`config.mk`:
```
export PLATFORM = sky130hd
export DESIGN_NAME = pcrt_top
export DESIGN_NICKNAME = d
export VERILOG_FILES = /design/src/core/pcrt_pkg.sv /design/src/core/pcrt_top.sv
export VERILOG_INCLUDE_DIRS = /design/src /design/src/core
export SDC_FILE = /design/constraint.sdc
export NUM_CORES = 1
export LEC_CHECK = 0
export BUFFER_PORTS_ARGS = -buffer_cell sky130_fd_sc_hd__buf_2
export CAP_MARGIN = 20
export CORE_ASPECT_RATIO = 1.25
export CORE_MARGIN = 2
export CORE_UTILIZATION = 50
export CTS_BUF_LIST = sky130_fd_sc_hd__clkbuf_8
export DETAILED_ROUTE_END_ITERATION = 6
export PLACE_DENSITY = 0.7
export REMOVE_ABC_BUFFERS = 1
export SLEW_MARGIN = 10
export SYNTH_ARGS = -nofsm -noshare
export SYNTH_HDL_FRONTEND = slang
export SYNTH_SLANG_ARGS = --single-unit
```
`constraint.sdc`:
```
create_clock -name clk -period 8.9 [get_ports clk]
set_clock_uncertainty 0.1 [all_clocks]
set_input_delay 1.335 -clock clk [delete_from_list [all_inputs] [get_ports clk]]
set_output_delay 1.335 -clock clk [all_outputs]
set_load 0.01 [all_outputs]
```
`src/core/pcrt_params.svh`:
```
// Register map, field positions, reset values and timing for the time base
`ifndef PCRT_PARAMS_SVH
`define PCRT_PARAMS_SVH

`define PCRT_OFS_PRI_DIV   12'h000
`define PCRT_OFS_SEC_DIV   12'h004
`define PCRT_OFS_PRI_PER   12'h008
`define PCRT_OFS_SEC_PER   12'h00c
`define PCRT_OFS_GEN_CTRL  12'h010
`define PCRT_OFS_AUX_CTRL  12'h014
`define PCRT_OFS_FLT_CTRL  12'h018
`define PCRT_OFS_PHASE     12'h01c
`define PCRT_OFS_DUTY      12'h020
`define PCRT_OFS_OUT_MODE  12'h024
`define PCRT_OFS_STATUS    12'h028

`define PCRT_BIT_EXT_RST   1
`define PCRT_BIT_SEC_SEL   3
`define PCRT_BIT_LOCAL     9
`define PCRT_BIT_GEN_EN    15
`define PCRT_BIT_FINE_DUTY 14
`define PCRT_BIT_FINE_PER  15
`define PCRT_BIT_CYC_LIM   0
`define PCRT_BIT_LIM_POL   9
`define PCRT_LIM_SRC_LO    10
`define PCRT_BIT_SWAP      2

`define PCRT_RST_PER       16'hffff
`define PCRT_RST_WORD      16'h0000

`define PCRT_CLK_NS        4
`define PCRT_FINE_STEP_NS  8
`define PCRT_FINE_STEP_CYC \
	((`PCRT_FINE_STEP_NS + `PCRT_CLK_NS - 1) / `PCRT_CLK_NS)

`endif

```
`src/core/pcrt_pkg.sv`:
```
// Types shared by the time base generator
package pcrt_pkg;
	typedef enum logic [1:0] {
		MODE_COMP,
		MODE_RED,
		MODE_PP,
		MODE_SPARE
	} pcrt_mode_t;

	typedef struct packed {
		logic [2:0]  priDiv;
		logic [2:0]  secDiv;
		logic [15:0] priPer;
		logic [15:0] secPer;
		logic        extRstEn;
		logic        secSel;
		logic        localSel;
		logic        genEn;
		logic        fineDutyDis;
		logic        finePerDis;
		logic [4:0]  limSrc;
		logic        limPol;
		logic        cycLimEn;
		logic [15:0] phase;
		logic [15:0] duty;
		pcrt_mode_t  outMode;
		logic        swap;
		logic [6:0]  priPre;
		logic [6:0]  secPre;
		logic [15:0] priCnt;
		logic [15:0] secCnt;
		logic [15:0] locCnt;
		logic [15:0] prevEff;
		logic [31:0] limS1;
		logic [31:0] limS2;
		logic        limPrev;
		logic        ppPhase;
		logic        cut;
		logic        hs;
		logic        ls;
		logic        pready;
		logic        pslverr;
		logic [31:0] prdata;
	} pcrt_state_t;
endpackage

```
`src/core/pcrt_top.sv`:
```
// Generator time base with current reset, output modes and APB registers
//
// What this block does
// - Three-bit divider per master time base slows that master time base and a local counter selected to run from it.
// - Duty-fine disable coarsens duty steps, and phase steps while the generator runs from the master.
// - Period-fine disable coarsens the period step of this generator.
// - With period-fine disable, duty and phase move in 8 ns steps.
// - External reset enable lets the limit signal restart the local counter.
// - Local select runs the generator from its own counter, not the master.
// - Five-bit source field picks which limit input acts as reset.
// - Polarity bit picks which edge of that input triggers the reset.
// - Reset is accepted only while the high output pin is inactive.
// - Reset acts on the leading edge after the on-time has completed.
// - Without external reset the local counter wraps at the phase register.
// - Complementary mode drives low output as inverse of high output while the generator is enabled.
// - Push-pull alternates the pulse between outputs, no complement.
// - Both push-pull phases get exactly the same pulse width.
// - Phase shift adds to the master count so edges come earlier.
// - Phase applies in all master modes and may change while running.
// - Cycle limit ends the active pulse early; the period is unchanged.
//
// Implementation choices: the register addresses and the APB slave port.
`timescale 1ns/1ps
`include "pcrt_params.svh"

module pcrt_top (
	// Clock and reset
	input  wire logic        clk,
	input  wire logic        rst,
	// APB slave
	input  wire logic        psel,
	input  wire logic        penable,
	input  wire logic        pwrite,
	input  wire logic [11:0] paddr,
	input  wire logic [31:0] pwdata,
	output logic      [31:0] prdata,
	output logic             pready,
	output logic             pslverr,
	// Current-limit comparators, asynchronous
	input  wire logic [31:0] limitIn,
	// Power stage
	output logic             highSideOutput,
	output logic             lowSideOutput
);

	pcrt_pkg::pcrt_state_t st;
	pcrt_pkg::pcrt_state_t next_st;

	// Tick when the low div bits of the free counter are all ones
	function automatic logic tickOf(input logic [6:0] pre,
		input logic [2:0] div);
		logic [6:0] mask;
		mask = 7'((8'h1 << div) - 8'h1);
		return (pre & mask) == mask;
	endfunction

	// Drop the fine step when the coarse path is chosen
	function automatic logic [15:0] quant(input logic [15:0] v,
		input logic coarse);
		logic [15:0] m;
		m = ~(16'(`PCRT_FINE_STEP_CYC) - 16'h1);
		return coarse ? (v & m) : v;
	endfunction

	logic        priTick;
	logic        secTick;
	logic        tick;
	logic        coarseDuty;
	logic [15:0] dutyQ;
	logic [15:0] phaseQ;
	logic [15:0] perQ;
	logic [15:0] mCnt;
	logic [16:0] effSum;
	logic [15:0] eff;
	logic        limAct;
	logic        limEdge;
	logic        armed;
	logic        accepted;
	logic        lcWrap;
	logic        perStart;
	logic [15:0] cnt;
	logic        pwm;
	logic        outH;
	logic        outL;
	logic        setup;
	logic        wrEn;
	logic [31:0] rdVal;
	logic        rdHit;

	always_comb begin
		priTick    = tickOf(st.priPre, st.priDiv);
		secTick    = tickOf(st.secPre, st.secDiv);
		tick       = st.secSel ? secTick : priTick;
		coarseDuty = st.fineDutyDis | st.finePerDis;
		dutyQ      = quant(st.duty, coarseDuty);
		mCnt       = st.secSel ? st.secCnt : st.priCnt;
		perQ       = quant(st.secSel ? st.secPer : st.priPer,
			st.finePerDis);
		// Local period lives in the phase register
		phaseQ     = st.localSel ? quant(st.phase, st.finePerDis)
			: quant(st.phase, coarseDuty);
		// Offset count, folded back into one master period
		effSum     = {1'b0, mCnt} + {1'b0, phaseQ};
		if (effSum > {1'b0, perQ})
			eff = 16'(effSum - {1'b0, perQ} - 17'h1);
		else
			eff = effSum[15:0];
		limAct     = st.limS2[st.limSrc] ^ st.limPol;
		limEdge    = limAct & ~st.limPrev;
		// Armed only after the on-time and with the high pin idle
		armed      = st.genEn & st.extRstEn & st.localSel
			& (st.locCnt >= dutyQ) & ~st.hs;
		accepted   = armed & limEdge;
		lcWrap     = tick & (st.locCnt >= phaseQ);
		// Last tick at the top, so phase and cut flip with the new count
		perStart   = st.localSel ? (accepted | lcWrap)
			: (tick & (eff >= perQ));
		cnt        = st.localSel ? st.locCnt : eff;
		pwm        = st.genEn & (cnt < dutyQ) & ~st.cut;
		case (st.outMode)
			pcrt_pkg::MODE_PP: begin
				// Same compare feeds both phases, so widths match
				outH = pwm & ~st.ppPhase;
				outL = pwm & st.ppPhase;
			end
			pcrt_pkg::MODE_RED: begin
				outH = pwm;
				outL = pwm;
			end
			default: begin
				outH = pwm;
				outL = st.genEn & ~pwm;
			end
		endcase
		setup = psel & ~penable;
		wrEn  = psel & penable & pwrite & st.pready;
		rdHit = 1'b1;
		rdVal = 32'h0;
		if (paddr == `PCRT_OFS_PRI_DIV)
			rdVal[2:0] = st.priDiv;
		else if (paddr == `PCRT_OFS_SEC_DIV)
			rdVal[2:0] = st.secDiv;
		else if (paddr == `PCRT_OFS_PRI_PER)
			rdVal[15:0] = st.priPer;
		else if (paddr == `PCRT_OFS_SEC_PER)
			rdVal[15:0] = st.secPer;
		else if (paddr == `PCRT_OFS_GEN_CTRL) begin
			rdVal[`PCRT_BIT_EXT_RST] = st.extRstEn;
			rdVal[`PCRT_BIT_SEC_SEL] = st.secSel;
			rdVal[`PCRT_BIT_LOCAL]   = st.localSel;
			rdVal[`PCRT_BIT_GEN_EN]  = st.genEn;
		end else if (paddr == `PCRT_OFS_AUX_CTRL) begin
			rdVal[`PCRT_BIT_FINE_DUTY] = st.fineDutyDis;
			rdVal[`PCRT_BIT_FINE_PER]  = st.finePerDis;
		end else if (paddr == `PCRT_OFS_FLT_CTRL) begin
			rdVal[`PCRT_LIM_SRC_LO+4:`PCRT_LIM_SRC_LO] = st.limSrc;
			rdVal[`PCRT_BIT_LIM_POL] = st.limPol;
			rdVal[`PCRT_BIT_CYC_LIM] = st.cycLimEn;
		end else if (paddr == `PCRT_OFS_PHASE)
			rdVal[15:0] = st.phase;
		else if (paddr == `PCRT_OFS_DUTY)
			rdVal[15:0] = st.duty;
		else if (paddr == `PCRT_OFS_OUT_MODE) begin
			rdVal[1:0] = st.outMode;
			rdVal[`PCRT_BIT_SWAP] = st.swap;
		end else if (paddr == `PCRT_OFS_STATUS)
			rdVal = {14'h0, st.ls, st.hs, cnt};
		else
			rdHit = 1'b0;
	end

	always_comb begin
		next_st = st;
		next_st.priPre = st.priPre + 7'h1;
		next_st.secPre = st.secPre + 7'h1;
		if (priTick)
			next_st.priCnt = (st.priCnt >= quant(st.priPer,
				st.finePerDis)) ? 16'h0 : st.priCnt + 16'h1;
		if (secTick)
			next_st.secCnt = (st.secCnt >= quant(st.secPer,
				st.finePerDis)) ? 16'h0 : st.secCnt + 16'h1;
		if (accepted | lcWrap)
			next_st.locCnt = 16'h0;
		else if (tick)
			next_st.locCnt = st.locCnt + 16'h1;
		next_st.prevEff = eff;
		// Second stage only reads the first
		next_st.limS1   = limitIn;
		next_st.limS2   = st.limS1;
		next_st.limPrev = limAct;
		if (perStart) begin
			next_st.cut     = 1'b0;
			next_st.ppPhase = ~st.ppPhase;
		end else if (st.cycLimEn & limAct & pwm)
			next_st.cut = 1'b1;
		// Swap only relabels pins; the reset still watches high pin
		next_st.hs = st.swap ? outL : outH;
		next_st.ls = st.swap ? outH : outL;
		next_st.pready  = setup;
		next_st.pslverr = setup & ~rdHit;
		if (setup)
			next_st.prdata = rdVal;
		if (wrEn & ~st.pslverr) begin
			if (paddr == `PCRT_OFS_PRI_DIV)
				next_st.priDiv = pwdata[2:0];
			else if (paddr == `PCRT_OFS_SEC_DIV)
				next_st.secDiv = pwdata[2:0];
			else if (paddr == `PCRT_OFS_PRI_PER)
				next_st.priPer = pwdata[15:0];
			else if (paddr == `PCRT_OFS_SEC_PER)
				next_st.secPer = pwdata[15:0];
			else if (paddr == `PCRT_OFS_GEN_CTRL) begin
				next_st.extRstEn = pwdata[`PCRT_BIT_EXT_RST];
				next_st.secSel   = pwdata[`PCRT_BIT_SEC_SEL];
				next_st.localSel = pwdata[`PCRT_BIT_LOCAL];
				next_st.genEn    = pwdata[`PCRT_BIT_GEN_EN];
			end else if (paddr == `PCRT_OFS_AUX_CTRL) begin
				next_st.fineDutyDis = pwdata[`PCRT_BIT_FINE_DUTY];
				next_st.finePerDis  = pwdata[`PCRT_BIT_FINE_PER];
			end else if (paddr == `PCRT_OFS_FLT_CTRL) begin
				next_st.limSrc =
					pwdata[`PCRT_LIM_SRC_LO+4:`PCRT_LIM_SRC_LO];
				next_st.limPol   = pwdata[`PCRT_BIT_LIM_POL];
				next_st.cycLimEn = pwdata[`PCRT_BIT_CYC_LIM];
			end else if (paddr == `PCRT_OFS_PHASE)
				next_st.phase = pwdata[15:0];
			else if (paddr == `PCRT_OFS_DUTY)
				next_st.duty = pwdata[15:0];
			else if (paddr == `PCRT_OFS_OUT_MODE) begin
				next_st.outMode = pcrt_pkg::pcrt_mode_t'(pwdata[1:0]);
				next_st.swap    = pwdata[`PCRT_BIT_SWAP];
			end
		end
	end

	always_ff @(posedge clk) begin
		if (rst) begin
			st        <= '0;
			st.priPer <= `PCRT_RST_PER;
			st.secPer <= `PCRT_RST_PER;
			st.phase  <= `PCRT_RST_PER;
			st.duty   <= `PCRT_RST_WORD;
		end else begin
			st <= next_st;
		end
	end

	assign prdata         = st.prdata;
	assign pready         = st.pready;
	assign pslverr        = st.pslverr;
	assign highSideOutput = st.hs;
	assign lowSideOutput  = st.ls;
endmodule

```
==> metrics.txt <==
outcome=finished clean; Sink Count=about 240; Core ar.=roughly 28,000 sq um; EDFF count, synth=0; Hold Buf Count CTS=0; Syn Std Cell Area=around 15,000 sq um; Vias=between 10k and 15k; Worst Max-Slew Pin Slew=around 1000 ps; grt met2 use=0.4945; cts bufs inserted=40; setup TNS=0 ps; ys flop type=dfxtp_1; Die Wd=approximately 160 um; Initial Util=0.5102; Final setup viols=0; DRT iter0 DRCs=866; type of the tightest min-delay check=register to register; Clk Tree Root Cell=clkbuf_8; Peak VDD IR=0.0001656 V; Clock Path Buffers=3; ANT nets after route=0; initial antenna violation count=1; die area=about 30,000 sq um; most common cell after layout, fill and taps aside=dfxtp_1; total track usage=0.2854; critical path required time=approximately 9300 ps; max_slew headroom=0.3008; min cycle time layout=approximately 8000 ps; # Post-CTS Setup Buffers=0; commonest non-fill, non-tap cells in the layout=236 x dfxtp_1, 202 x nor2_1, 138 x ha_1; final hold violations=0; Post-synth ARST share=0; I/O pin cnt=117; WP data arrival=between 8000 and 9000 ps; CTS tree=built; Mapped Cells=about 1.7k; Warnings, synthesis=0; Tcrit/Tclk final=0.8944; Final HPWL DP=33.03 mm; final setup margin=about 940 ps; drt pass-1 iters=6; Total Wirelength=between 40 and 50 mm; crit path launch type=register; Static Leakage=between 7 and 8 nW; Slew Viols, Final=0; H-tree levels=2; PwrDens=between 150 and 200 nW/um^2; Mapped Avg Cell Area=8.480 sq um; routed vias/inst=5.976; routability cong.=0.9820; post-synthesis sequential area ratio=0.3264; met1 Usage GRT=0.3390; Congestion Overflow GR=0; vias in the first global route=about 13k; critical path capture point type=register; Resized cells post-CTS=0; nets=1,988; worst slack at placement=between 1000 and 1500 ps; die height=194.6 um; busiest grt layer=met2; pin count of the biggest net entering global routing=92; fillers=2,672; max frequency=around 0.13 GHz; GR Util met3=0.04526; crit path max fanout=29; RSZ-0062 raised after global routing=false; Setup CP Type=register to register; Rows=69; max-cap viol count=0; Cell variety after synth=74; Clk pin slew, worst setup/hold paths=around 70 ps; #FFs+latches synth=approximately 240; layout cell share with drive strength beyond 1=0.1308; DRC=0; IO buf count=86; area growth from synthesis to layout=9.891%; Skew-Pair Late Insertion Delay=roughly 600 ps; global-route wire length before repair=slightly below 70 mm; Wirelength per Cell=slightly above 20 um
==> kinds of logic (layout without fill, tap and decap cells) <==
logic type | count (synthesis) | after routing | synth area share
AND/OR/NAND/NOR | 589 | 589 | 0.1951
AO/OA/AOI/OAI | 378 | 378 | 0.1767
flip-flops | 237 | 237 | 0.3264
buffers and inverters | 198 | 268 | 0.06060
adder cells (fa/ha/maj) | 140 | 140 | 0.1215
XOR/XNOR | 86 | 86 | 0.05182
multiplexers | 85 | 85 | 0.06757
other | 1 | 15 | 0.0002580
==> per-layer routing <==
layer | up-vias | part of all wire
li1 | 6110 | -
met3 | 142 | 0.070
met4 | 0 | 0.054
met1 | 6082 | 0.39
met5 | - | 0
met2 | 533 | 0.48
==> layout make-up <==
type | instances | area, sq um | area share
flip-flops and latches | 237 | 4746 | 0.2971
clock inverters | 17 | 126.4 | 0.007912
repair buffers | 105 | 584.3 | 0.03658
well taps | 355 | 444.2 | 0.02781
inverters | 91 | 341.6 | 0.02138
multi-input cells | 1292 | 8971 | 0.5616
clock buffers | 55 | 757.0 | 0.04739
diodes | 1 | 2.502 | 0.0001567
==> critical path, stage by stage, from the launching register on <==
cell      delay (ps)
dfxtp_2          840
mux2_2           420
ha_1             340
o21ai_0          260
a21oi_1          140
a221oi_1         470
o21bai_1         110
a21oi_1          210
xnor2_1          160
ha_1             410
nand4_1          250
or4_1            610
o21ai_2           80
a41oi_2           70
or3_1            630
mux2_2           390
mux2_2           280
ha_1             290
a21oi_1          130
nor2b_1           50
o21ai_0          430
nand4_1          160
nor3_1           190
o21ai_0          290
or2_2            390
a21oi_1          130
==> path summary, 6_finish.rpt <==
check / startpoint / to / slack, ps / depth (start not counted)
worst min-delay path: next_st[57] / st[57] / 330 / 1
worst max-delay path: st[227] / highSideOutput / 940 / 25
worst max register to register: st[227] / highSideOutput / 940 / 25
worst min register to register: next_st[57] / st[57] / 330 / 1
==> registers in the layout (all words and copies together) (netlist names) <==
| register | flops |
|---|---|
| prdata | 18 |
| lowSideOutput | 1 |
| st | 183 |
| pslverr | 1 |
| pready | 1 |
| next_st | 32 |
| highSideOutput | 1 |
==> through the flow <==
| stage | util | cell area, sq um | total power (W) | instances | hold WS, ps |
|---|---|---|---|---|---|
| after floorplan | - | 14040 | 0.001351 | 1620 | 313.8 |
| after global placement | 0.5291 | 15070 | 0.001464 | 2079 | 317.9 |
| after detailed placement | 0.5291 | 15070 | 0.001472 | 2079 | 322.6 |
| after CTS | 0.5601 | 15960 | 0.002545 | 2151 | 330.7 |
| after global routing | 0.5607 | 15970 | 0.002630 | 2153 | 346.6 |
| final | 0.5607 | 15970 | 0.002529 | 2153 | 329.1 |
==> synth_stat cells, types with 17 or more instances <==
library cell | instances | area, sq um
xor2_1 | 42 | 367.9
nand2_1 | 125 | 469.2
buf_4 | 32 | 240.2
ha_1 | 138 | 1727
a211o_1 | 50 | 437.9
xnor2_1 | 44 | 385.4
mux2_2 | 33 | 371.6
dfxtp_1 | 237 | 4745
clkbuf_1 | 66 | 247.7
nand3_1 | 41 | 205.2
nand4_1 | 29 | 181.4
nor3_1 | 33 | 165.2
a21o_1 | 37 | 277.8
inv_1 | 91 | 341.6
nor2_1 | 203 | 762.0
and3_1 | 17 | 106.4
o21ai_0 | 78 | 390.4
nor2b_1 | 84 | 525.5
mux2i_1 | 43 | 430.4
a21oi_1 | 95 | 475.5
==> where the power goes <==
| group | total (W) | switching (W) | internal [W] |
|---|---|---|---|
| Sequential | 0.00109 | 0.0000116 | 0.00108 |
| Combinational | 0.000365 | 0.000215 | 0.000150 |
| Clock | 0.00107 | 0.000464 | 0.000608 |
No activity file was read; power rests on OpenSTA's default activity.
